[config.mk]
export PLATFORM = sky130hd
export DESIGN_NAME = red_top
export DESIGN_NICKNAME = d
export VERILOG_FILES = /design/src/red_pkg.sv /design/src/red_cnv_chk.sv /design/src/red_top.sv
export SDC_FILE = /design/constraint.sdc
export NUM_CORES = 1
export LEC_CHECK = 0
export ABC_AREA = 1
export BUFFER_PORTS_ARGS = -buffer_cell sky130_fd_sc_hd__buf_2
export CAP_MARGIN = 15
export CORE_MARGIN = 4
export CORE_UTILIZATION = 50
export CTS_CLUSTER_DIAMETER = 30
export DETAILED_ROUTE_END_ITERATION = 10
export PLACE_DENSITY = 0.77
export SYNTH_ARGS = -nofsm -noshare
export SYNTH_HDL_FRONTEND = slang
export SYNTH_SLANG_ARGS = --single-unit
export TNS_END_PERCENT = 30
[constraint.sdc]
create_clock -name clk -period 5.4 [get_ports clk]
set_clock_uncertainty 0.05 [all_clocks]
set_input_delay 0.27 -clock clk [delete_from_list [all_inputs] [get_ports clk]]
set_output_delay 0.27 -clock clk [all_outputs]
set_load 0.01 [all_outputs]
[src/red_pkg.sv]
// Function
// - Compare amplitude against programmable 8-bit threshold
// - Mask detection for 26 ms after start
// - Clear writes zero flags; persisting errors stay
// - Signal error sets summary, held, signal flags
// - Disconnection raises the error interrupt request
// - VR mode: common level above half plus code/512
// - DC mode: level above half plus (code*8+1024)/4096
// - Cosine disconnection sets summary, held, cosine flags
// - Sine disconnection sets summary, held, sine flags
// - Conversion error raises the error interrupt request
// - Excess variation outside fixed high/low thresholds
// - Half period abnormal when excess exceeds half
// - Window abnormal share above half sets conversion flags
// - Tracking loop updates at 20 MHz
// - Synchronous detection of comparator bit forms variation
// - Sine/cosine tables fed back from angle accumulator
// - Amplitude low for 220 us flags signal error
// - Two-bit field selects window, 11b is 7.37 ms
// - Conversion error sets summary, held, conversion flags
package red_pkg;
	localparam int CLK_MHZ = 100;
	localparam int TRK_MHZ = 20;
	localparam int TRK_DIV = CLK_MHZ / TRK_MHZ;
	localparam int MASK_MS = 26;
	localparam int MASK_CYC = MASK_MS * 1000 * CLK_MHZ;
	localparam int AMP_US = 220;
	localparam int AMP_CYC = AMP_US * CLK_MHZ;
	localparam int DET_US0 = 920;
	localparam int DET_US1 = 1840;
	localparam int DET_US2 = 3680;
	localparam int DET_US3 = 7370;
	localparam logic [7:0] OFS_THR = 8'h00;
	localparam logic [7:0] OFS_CTL = 8'h04;
	localparam logic [7:0] OFS_SEL = 8'h08;
	localparam logic [7:0] OFS_FLG = 8'h0C;
	localparam int THR_AMP_LSB = 0;
	localparam int THR_VR_LSB = 8;
	localparam int THR_DC_LSB = 16;
	localparam int CTL_START = 0;
	localparam int CTL_CLR = 1;
	localparam int CTL_SENSOR_TYPE_SELECT = 2;
	localparam int CTL_INTERNAL_EXCITATION_SELECT = 3;
	localparam int CTL_DET_LSB = 4;
	localparam int CTL_LIVE = 8;
	localparam int FLG_DET_LSB = 4;
	localparam int FLG_ERR = 8;
	localparam int FLG_HELD = 9;
	localparam logic [7:0] THR_AMP_RST = 8'h1A;
	localparam logic [7:0] THR_VR_RST = 8'h29;
	localparam logic [7:0] THR_DC_RST = 8'h33;
	localparam logic [1:0] DET_RST = 2'h3;
	localparam logic [12:0] HALF_LVL = 13'h0800;
	localparam logic [12:0] DC_OFS = 13'h0400;
	localparam int LVL_SHIFT = 3;
	localparam logic signed [11:0] EPS_HI = 12'sh190;
	localparam logic signed [11:0] EPS_LO = 12'shE70;
	localparam logic [3:0] COS_OFS = 4'h4;
	localparam logic [7:0] SIN_LUT [16] = '{8'h00, 8'h31, 8'h5A, 8'h75, 8'h7F, 8'h75, 8'h5A,
		8'h31, 8'h00, 8'hCF, 8'hA6, 8'h8B, 8'h81, 8'h8B, 8'hA6, 8'hCF};
	typedef enum logic [1:0] {MASK_OFF, MASK_WAIT, MASK_LIVE} red_mask_t;
endpackage

[src/red_cnv_chk.sv]
`timescale 1ns/100ps
module red_cnv_chk #(
	parameter int HP_W = 16,
	parameter int WIN_W = 24,
	parameter int NHP_W = 12
) (
	input wire logic clk,
	input wire logic resetn,
	input wire logic enable,
	input wire logic excess,
	input wire logic exc_ref,
	input wire logic [WIN_W-1:0] win_cyc,
	output logic cnv_err
);
	logic ref_prev_r;
	logic [HP_W-1:0] hp_all_r;
	logic [HP_W-1:0] hp_hi_r;
	logic [WIN_W-1:0] win_r;
	logic [NHP_W-1:0] n_tot_r;
	logic [NHP_W-1:0] n_abn_r;
	logic cnv_err_r;
	logic hp_end;
	logic hp_bad;
	logic win_end;

	assign hp_end = exc_ref != ref_prev_r;
	assign hp_bad = {hp_hi_r, 1'b0} > {1'b0, hp_all_r};
	assign win_end = win_r >= win_cyc - 1'b1;
	assign cnv_err = cnv_err_r;

	always_ff @(posedge clk) begin
		if (!resetn)
			ref_prev_r <= 1'b0;
		else
			ref_prev_r <= exc_ref;
	end

	// Counters restart on each excitation edge
	always_ff @(posedge clk) begin
		if (!resetn || !enable || hp_end) begin
			hp_all_r <= '0;
			hp_hi_r <= '0;
		end else begin
			hp_all_r <= hp_all_r + 1'b1;
			hp_hi_r <= hp_hi_r + HP_W'(excess);
		end
	end

	// Verdict only at window end; a half period straddling it counts in the next window
	always_ff @(posedge clk) begin
		if (!resetn || !enable) begin
			win_r <= '0;
			n_tot_r <= '0;
			n_abn_r <= '0;
			cnv_err_r <= 1'b0;
		end else if (win_end) begin
			win_r <= '0;
			n_tot_r <= '0;
			n_abn_r <= '0;
			cnv_err_r <= {n_abn_r, 1'b0} > {1'b0, n_tot_r};
		end else begin
			win_r <= win_r + 1'b1;
			if (hp_end) begin
				n_tot_r <= n_tot_r + 1'b1;
				n_abn_r <= n_abn_r + NHP_W'(hp_bad);
			end
		end
	end
endmodule

[src/red_top.sv]
`timescale 1ns/100ps
module red_top #(
	parameter int MASK_CYC = red_pkg::MASK_CYC,
	parameter int AMP_CYC = red_pkg::AMP_CYC,
	parameter int DET_CYC0 = red_pkg::DET_US0 * red_pkg::CLK_MHZ,
	parameter int DET_CYC1 = red_pkg::DET_US1 * red_pkg::CLK_MHZ,
	parameter int DET_CYC2 = red_pkg::DET_US2 * red_pkg::CLK_MHZ,
	parameter int DET_CYC3 = red_pkg::DET_US3 * red_pkg::CLK_MHZ,
	parameter int CNT_W = 24
) (
	input wire logic clk,
	input wire logic resetn,
	input wire logic [7:0] addr,
	input wire logic [31:0] wdata,
	input wire logic wr,
	input wire logic rd,
	output logic [31:0] rdata,
	input wire logic [7:0] mon_amp_sin,
	input wire logic [7:0] mon_amp_cos,
	input wire logic [11:0] mon_lvl_sin,
	input wire logic [11:0] mon_lvl_cos,
	input wire logic cmp_bit,
	input wire logic exc_ref,
	output logic err_irq,
	output logic [7:0] sin_fb,
	output logic [7:0] cos_fb,
	output logic [15:0] angle
);
	logic [7:0] thr_amp_r;
	logic [7:0] thr_vr_r;
	logic [7:0] thr_dc_r;
	logic start_r;
	logic sensor_type_select_r;
	logic internal_excitation_select_r;
	logic [1:0] det_sel_r;
	logic [3:0] sel_r;
	logic [31:0] rdata_r;
	red_pkg::red_mask_t mask_r;
	logic [CNT_W-1:0] mask_cnt_r;
	logic [CNT_W-1:0] amp_cnt_r;
	logic sig_cond_r;
	logic cos_cond_r;
	logic sin_cond_r;
	logic [3:0] cat_r;
	logic [3:0] det_r;
	logic err_r;
	logic held_r;
	logic [2:0] trk_cnt_r;
	logic signed [11:0] eps_r;
	logic [15:0] phi_r;
	logic excess_r;
	logic [7:0] sin_fb_r;
	logic [7:0] cos_fb_r;
	logic live;
	logic clr;
	logic amp_low;
	logic chk_on;
	logic [12:0] vr_lim;
	logic [12:0] dc_lim;
	logic [12:0] lim;
	logic cnv_err;
	logic [3:0] cond;
	logic [3:0] set_main;
	logic [CNT_W-1:0] win_cyc;

	assign live = mask_r == red_pkg::MASK_LIVE;
	assign clr = wr && addr == red_pkg::OFS_CTL && wdata[red_pkg::CTL_CLR];
	assign rdata = rdata_r;
	assign err_irq = err_r;
	assign sin_fb = sin_fb_r;
	assign cos_fb = cos_fb_r;
	assign angle = phi_r;

	// Register writes
	always_ff @(posedge clk) begin
		if (!resetn) begin
			thr_amp_r <= red_pkg::THR_AMP_RST;
			thr_vr_r <= red_pkg::THR_VR_RST;
			thr_dc_r <= red_pkg::THR_DC_RST;
			start_r <= 1'b0;
			sensor_type_select_r <= 1'b0;
			internal_excitation_select_r <= 1'b0;
			det_sel_r <= red_pkg::DET_RST;
			sel_r <= 4'h0;
		end else if (wr) begin
			unique case (addr)
				red_pkg::OFS_THR: begin
					thr_amp_r <= wdata[red_pkg::THR_AMP_LSB +: 8];
					thr_vr_r <= wdata[red_pkg::THR_VR_LSB +: 8];
					thr_dc_r <= wdata[red_pkg::THR_DC_LSB +: 8];
				end
				red_pkg::OFS_CTL: begin
					start_r <= wdata[red_pkg::CTL_START];
					sensor_type_select_r <= wdata[red_pkg::CTL_SENSOR_TYPE_SELECT];
					internal_excitation_select_r <= wdata[red_pkg::CTL_INTERNAL_EXCITATION_SELECT];
					det_sel_r <= wdata[red_pkg::CTL_DET_LSB +: 2];
				end
				red_pkg::OFS_SEL: sel_r <= wdata[3:0];
				default: ;
			endcase
		end
	end

	// Read data stand one cycle, zero otherwise and for unmapped offsets
	always_ff @(posedge clk) begin
		if (!resetn || !rd) begin
			rdata_r <= 32'h0;
		end else begin
			unique case (addr)
				red_pkg::OFS_THR: rdata_r <= {8'h00, thr_dc_r, thr_vr_r, thr_amp_r};
				red_pkg::OFS_CTL: rdata_r <= {23'h0, live, 2'h0, det_sel_r, internal_excitation_select_r, sensor_type_select_r,
					1'b0, start_r};
				red_pkg::OFS_SEL: rdata_r <= {28'h0, sel_r};
				red_pkg::OFS_FLG: rdata_r <= {22'h0, held_r, err_r, det_r, cat_r};
				default: rdata_r <= 32'h0;
			endcase
		end
	end

	// Start mask: error flags stay quiet while the front end settles
	always_ff @(posedge clk) begin
		if (!resetn || !start_r) begin
			mask_r <= red_pkg::MASK_OFF;
			mask_cnt_r <= '0;
		end else begin
			unique case (mask_r)
				red_pkg::MASK_OFF: mask_r <= red_pkg::MASK_WAIT;
				red_pkg::MASK_WAIT: begin
					mask_cnt_r <= mask_cnt_r + 1'b1;
					if (mask_cnt_r == CNT_W'(MASK_CYC - 1))
						mask_r <= red_pkg::MASK_LIVE;
				end
				red_pkg::MASK_LIVE: ;
			endcase
		end
	end

	// Amplitude loss needs both monitors low for the whole persistence time
	assign amp_low = mon_amp_sin < thr_amp_r && mon_amp_cos < thr_amp_r;

	always_ff @(posedge clk) begin
		if (!resetn || !amp_low) begin
			amp_cnt_r <= '0;
			sig_cond_r <= 1'b0;
		end else begin
			if (amp_cnt_r != CNT_W'(AMP_CYC))
				amp_cnt_r <= amp_cnt_r + 1'b1;
			sig_cond_r <= amp_cnt_r >= CNT_W'(AMP_CYC - 1);
		end
	end

	// Levels are in steps of supply/4096, so code/512 is code times 8
	assign vr_lim = red_pkg::HALF_LVL + (13'(thr_vr_r) << red_pkg::LVL_SHIFT);
	assign dc_lim = red_pkg::HALF_LVL + red_pkg::DC_OFS
		+ (13'(thr_dc_r) << red_pkg::LVL_SHIFT);
	assign lim = sensor_type_select_r ? vr_lim : dc_lim;
	// External excitation with a non-VR sensor has no disconnection check
	assign chk_on = sensor_type_select_r || internal_excitation_select_r;

	always_ff @(posedge clk) begin
		if (!resetn) begin
			cos_cond_r <= 1'b0;
			sin_cond_r <= 1'b0;
		end else begin
			cos_cond_r <= chk_on && {1'b0, mon_lvl_cos} > lim;
			sin_cond_r <= chk_on && {1'b0, mon_lvl_sin} > lim;
		end
	end

	// Tracking loop
	always_ff @(posedge clk) begin
		if (!resetn || trk_cnt_r == 3'(red_pkg::TRK_DIV - 1))
			trk_cnt_r <= 3'h0;
		else
			trk_cnt_r <= trk_cnt_r + 1'b1;
	end

	always_ff @(posedge clk) begin
		if (!resetn) begin
			eps_r <= 12'sh000;
			phi_r <= 16'h0000;
		end else if (trk_cnt_r == 3'h0) begin
			// Comparator sign flipped by excitation phase strips the carrier
			eps_r <= (cmp_bit ^ exc_ref) ? eps_r - 12'sh001 : eps_r + 12'sh001;
			phi_r <= phi_r + {{4{eps_r[11]}}, eps_r};
		end
	end

	always_ff @(posedge clk) begin
		if (!resetn) begin
			sin_fb_r <= 8'h00;
			cos_fb_r <= 8'h00;
			excess_r <= 1'b0;
		end else begin
			sin_fb_r <= red_pkg::SIN_LUT[phi_r[15:12]];
			cos_fb_r <= red_pkg::SIN_LUT[phi_r[15:12] + red_pkg::COS_OFS];
			excess_r <= eps_r > red_pkg::EPS_HI || eps_r < red_pkg::EPS_LO;
		end
	end

	always_comb begin
		unique case (det_sel_r)
			2'h0: win_cyc = CNT_W'(DET_CYC0);
			2'h1: win_cyc = CNT_W'(DET_CYC1);
			2'h2: win_cyc = CNT_W'(DET_CYC2);
			2'h3: win_cyc = CNT_W'(DET_CYC3);
		endcase
	end

	red_cnv_chk #(
		.WIN_W(CNT_W)
	) u_cnv (
		.clk(clk),
		.resetn(resetn),
		.enable(live),
		.excess(excess_r),
		.exc_ref(exc_ref),
		.win_cyc(win_cyc),
		.cnv_err(cnv_err)
	);

	// Flags
	assign cond = {cnv_err, sin_cond_r, cos_cond_r, sig_cond_r} & {4{live}};
	assign set_main = cond & ~sel_r;

	// Set beats clear so a persisting error survives the clear write
	always_ff @(posedge clk) begin
		if (!resetn) begin
			cat_r <= 4'h0;
			det_r <= 4'h0;
			err_r <= 1'b0;
			held_r <= 1'b0;
		end else begin
			cat_r <= (clr ? 4'h0 : cat_r) | set_main;
			det_r <= (clr ? 4'h0 : det_r) | cond;
			err_r <= (clr ? 1'b0 : err_r) | (|set_main);
			held_r <= (clr ? 1'b0 : held_r) | (|set_main);
		end
	end
endmodule

==> results.yml <==
status:
  status: "complete, no violations"
timing:
  slew-limit-headroom_pct: 36.5
  fin_crit_ps: 2770
  setup_tns_ps: 0
  rsz0062_at_grt: "false"
  worstMarginPinSlew_ps: 944
  period_share_pct: 51.3
  finalMaxSlewViolations: 0
  fmax_mhz: 361
  finalHoldViolCount: 0
  holdWs_ps: 9.29
  finalSetupViolCount: 0
drt:
  dr_total_vias: 13435
  antenna_left: 0
  dr_wl_met2_mm: 16.2
  drc: 0
  wl_met1_mm: 15.4
  wl_met3_mm: 2.37
  wl_mm: 35.0
  highest_layer: "met4"
  post_drt_wl_per_cell_um: 13.4
  drtIter0Drc: 934
  first_pass_iters: 5
  viasPerCell: 5.15
die:
  coreArea_um2: 27700
  dieArea_um2: 30800
  fp.dieH_um: 175
  io_pins: 151
  die_w_um: 175
  initial_core_util_pct: 50.6
  rows: 61
critical_path:
  slowest_stage: "buf_4"
  setup.worst_path.start: "det_sel_r[1]$_SDFFE_PN1P_"
  cp.required_ps: 5750
  path_max_fanout: 45
  crit_type: "register to register"
  cp_top_family: "adder cells"
  startpoint_type: "register"
  r2r_start: "det_sel_r[1]$_SDFFE_PN1P_"
  cp_cell_sequence: "inv_1 > ha_1 > inv_1 > ha_1 > nand4_1 > a21oi_1 > ha_1 > nand2_1 > nor2_1 > nand2_1 > nor2_1 > nand2_1 > nand4_2 > buf_4 > a21oi_1"
  crit_path_end_kind: "register"
  timing.critical_path.arrival_ps: 3120
  path_buf_inv: 3
  cpPeakStageDelay_ps: 430
yosys:
  synthAdderAreaFrac_pct: 11.6
  synthDistinctLibCells: 43
  ys_seq_area_share_pct: 35.7
  yosysTopAreaCell: "dfxtp_1"
  synthMuxAreaShare_pct: 0
  synth_edf_count: 0
  yosys_warnings: 0
  syn_area_um2: 14000
  synthXorXnorAreaFrac_pct: 4.25
  netlist.area_leader.share_pct: 35.7
  postSynthAreaPerCell_um2: 7.01
  ys.flop_type: "dfxtp_1"
  synth_top_family_by_area: "simple AND/OR/NAND/NOR gates"
  async_reset_ff_share_pct: 0
  yosys-top-cells-area: "dfxtp_1 (36%), ha_1 (11%), nand2_1 (11%)"
  synth-compound-area-share_pct: 11.0
  synthCells: 1999
  ys_ff_latch: 250
  yosys.area_share.simple_pct: 27.8
power_and_ir_drop:
  power_density_nw_per_um2: 366
  pwr-share-clk_pct: 53.4
  p_sw_share_pct: 27.3
  power_switching_uw: 1710
  leakagePower_uw: 0.00776
  intPower_uw: 4570
  peakVddDrop_mv: 0.255
  combPwrFrac_pct: 14.0
  pwr-share-seq_pct: 32.6
final_layout:
  mostFrequentLayoutCell: "nand2_1"
  layout_common_cells: "nand2_1 (401), inv_1 (299), nor2_1 (267)"
  syn2layout_area_growth_pct: 22.3
  finalNonFillerCells: 2608
  drive_gt1_share_pct: 11.3
  diodes: 0
  n_fill_cell: 2410
  nets: 2400
placed_design:
  placedCellCount: 2484
  dp_hpwl_mm: 25.4
  place.gp.congestion: 0.903
  portBuffers: 134
global_route:
  antenna_found_initial: 0
  grt_usage_pct: 22.4
  grt_first_pass_wirelength_mm: 59.0
  grt_max_degree: 51
  grt_pass1_vias: 12997
  grt-ovfl-total: 0
worst_hold_path:
  hold_path.class: "input port to register"
  min-delay-start: "wdata[10]"
cts:
  h-tree-depth: 2
  post_cts_buffers: 0
  cts_tree: "built"
  cts_buffers: 54
  cts.clk_slew.worst_paths_ps: 50
  cts_sinks: 250
  cts_root_buf: "clkbuf_16"
  cts_buffer_depth: 3
  worstSkewPairLatency_ps: 550
flow_run:
  maxCapViolCount: 0
-- power by group through the flow --
stage	clock, uW	sequential, uW	combinational (uW)
6_report	3350	2050	879
5_1_grt	3520	2060	998
2_1_floorplan	0	2080	579
3_5_place_dp	0	2080	850
4_1_cts	3400	2050	874
3_3_place_gp	0	2080	830
-- state kept, by name, indices dropped and copies added (netlist names), 2 cells and up --
name / count
amp_cnt_r: 24
mask_cnt_r: 24
rdata: 24
u_cnv.win_r: 24
angle: 16
u_cnv.hp_all_r: 16
u_cnv.hp_hi_r: 16
eps_r: 12
u_cnv.n_abn_r: 12
u_cnv.n_tot_r: 12
cos_fb: 8
sin_fb: 8
thr_amp_r: 8
thr_dc_r: 8
thr_vr_r: 8
cat_r: 4
det_r: 4
sel_r: 4
trk_cnt_r: 3
det_sel_r: 2
mask_r: 2
-- path summary, 6_finish.rpt --
kind,depth (start not counted),to,slack (ps)
max reg2reg,15,u_cnv.n_abn_r[0]$_SDFFE_PP0P_,2630
min reg2reg,1,u_cnv.win_r[0]$_SDFF_PP0_,400
max,15,u_cnv.n_abn_r[0]$_SDFFE_PP0P_,2630
min,3,thr_vr_r[2]$_SDFFE_PN0P_,9
-- worst min-delay path, stage by stage --
cell and delay (ps):
buf_2 90, o21ai_0 100, a21oi_1 120
-- final cells by class --
cell class	count	area [um2]	share of cell area [%]
Clock inverter	33	440	2.57
Multi-Input combinational cell	1412	7710	45.0
Timing Repair Buffer	161	931	5.43
Inverter	306	1150	6.70
Tap cell	378	473	2.76
Clock buffer	68	1440	8.42
Sequential cell	250	5000	29.2
-- per-layer routing --
metal	up-vias	track usage, %
met1	6117	28.6
met2	412	38.1
met3	86	4.37
met5	-	0
met4	0	7.86
li1	6820	-
-- Yosys cell counts (4+ instances only) --
| cell | number |
|---|---|
| nor2_1 | 268 |
| buf_4 | 8 |
| nand3b_1 | 8 |
| clkbuf_1 | 22 |
| nand2_1 | 401 |
| inv_1 | 299 |
| o21bai_1 | 5 |
| nor3_1 | 59 |
| clkinv_1 | 4 |
| o211ai_1 | 17 |
| nand4_1 | 41 |
| nand3_1 | 106 |
| dfxtp_1 | 250 |
| a21oi_1 | 139 |
| o21ai_0 | 108 |
| a21o_1 | 5 |
| nor2_2 | 4 |
| buf_2 | 9 |
| or2_2 | 6 |
| xor2_1 | 46 |
| ha_1 | 127 |
| nor4_1 | 7 |
| xnor2_1 | 22 |
-- cells by family (layout without fill, tap and decap cells) --
family,count (synthesis),in the layout
adder cells (fa/ha/maj),129,129
other,1,11
AND/OR/NAND/NOR,916,916
AO/OA/AOI/OAI,288,288
buffers and inverters,347,568
flip-flops,250,250
XOR/XNOR,68,68
-- through the flow --
| stage | setup WS, ps | total power, uW | area, um2 | utilization, % |
|---|---|---|---|---|
| floorplan | 3040 | 2660 | 14100 | - |
| global placement | 2650 | 2910 | 15000 | 54.3 |
| detailed placement | 2570 | 2930 | 15000 | 54.3 |
| CTS | 2640 | 6320 | 17200 | 61.9 |
| global route | 2370 | 6580 | 17200 | 61.9 |
| finish | 2630 | 6280 | 17200 | 61.9 |
-- what timing repair did --
| item | 4_1_cts | 5_1_grt |
|---|---|---|
| hold endpoints to repair | 27 | 0 |
| resized for setup | 0 | 0 |
| hold buffers | 23 | 0 |
No activity file was read; power rests on OpenSTA's default activity.
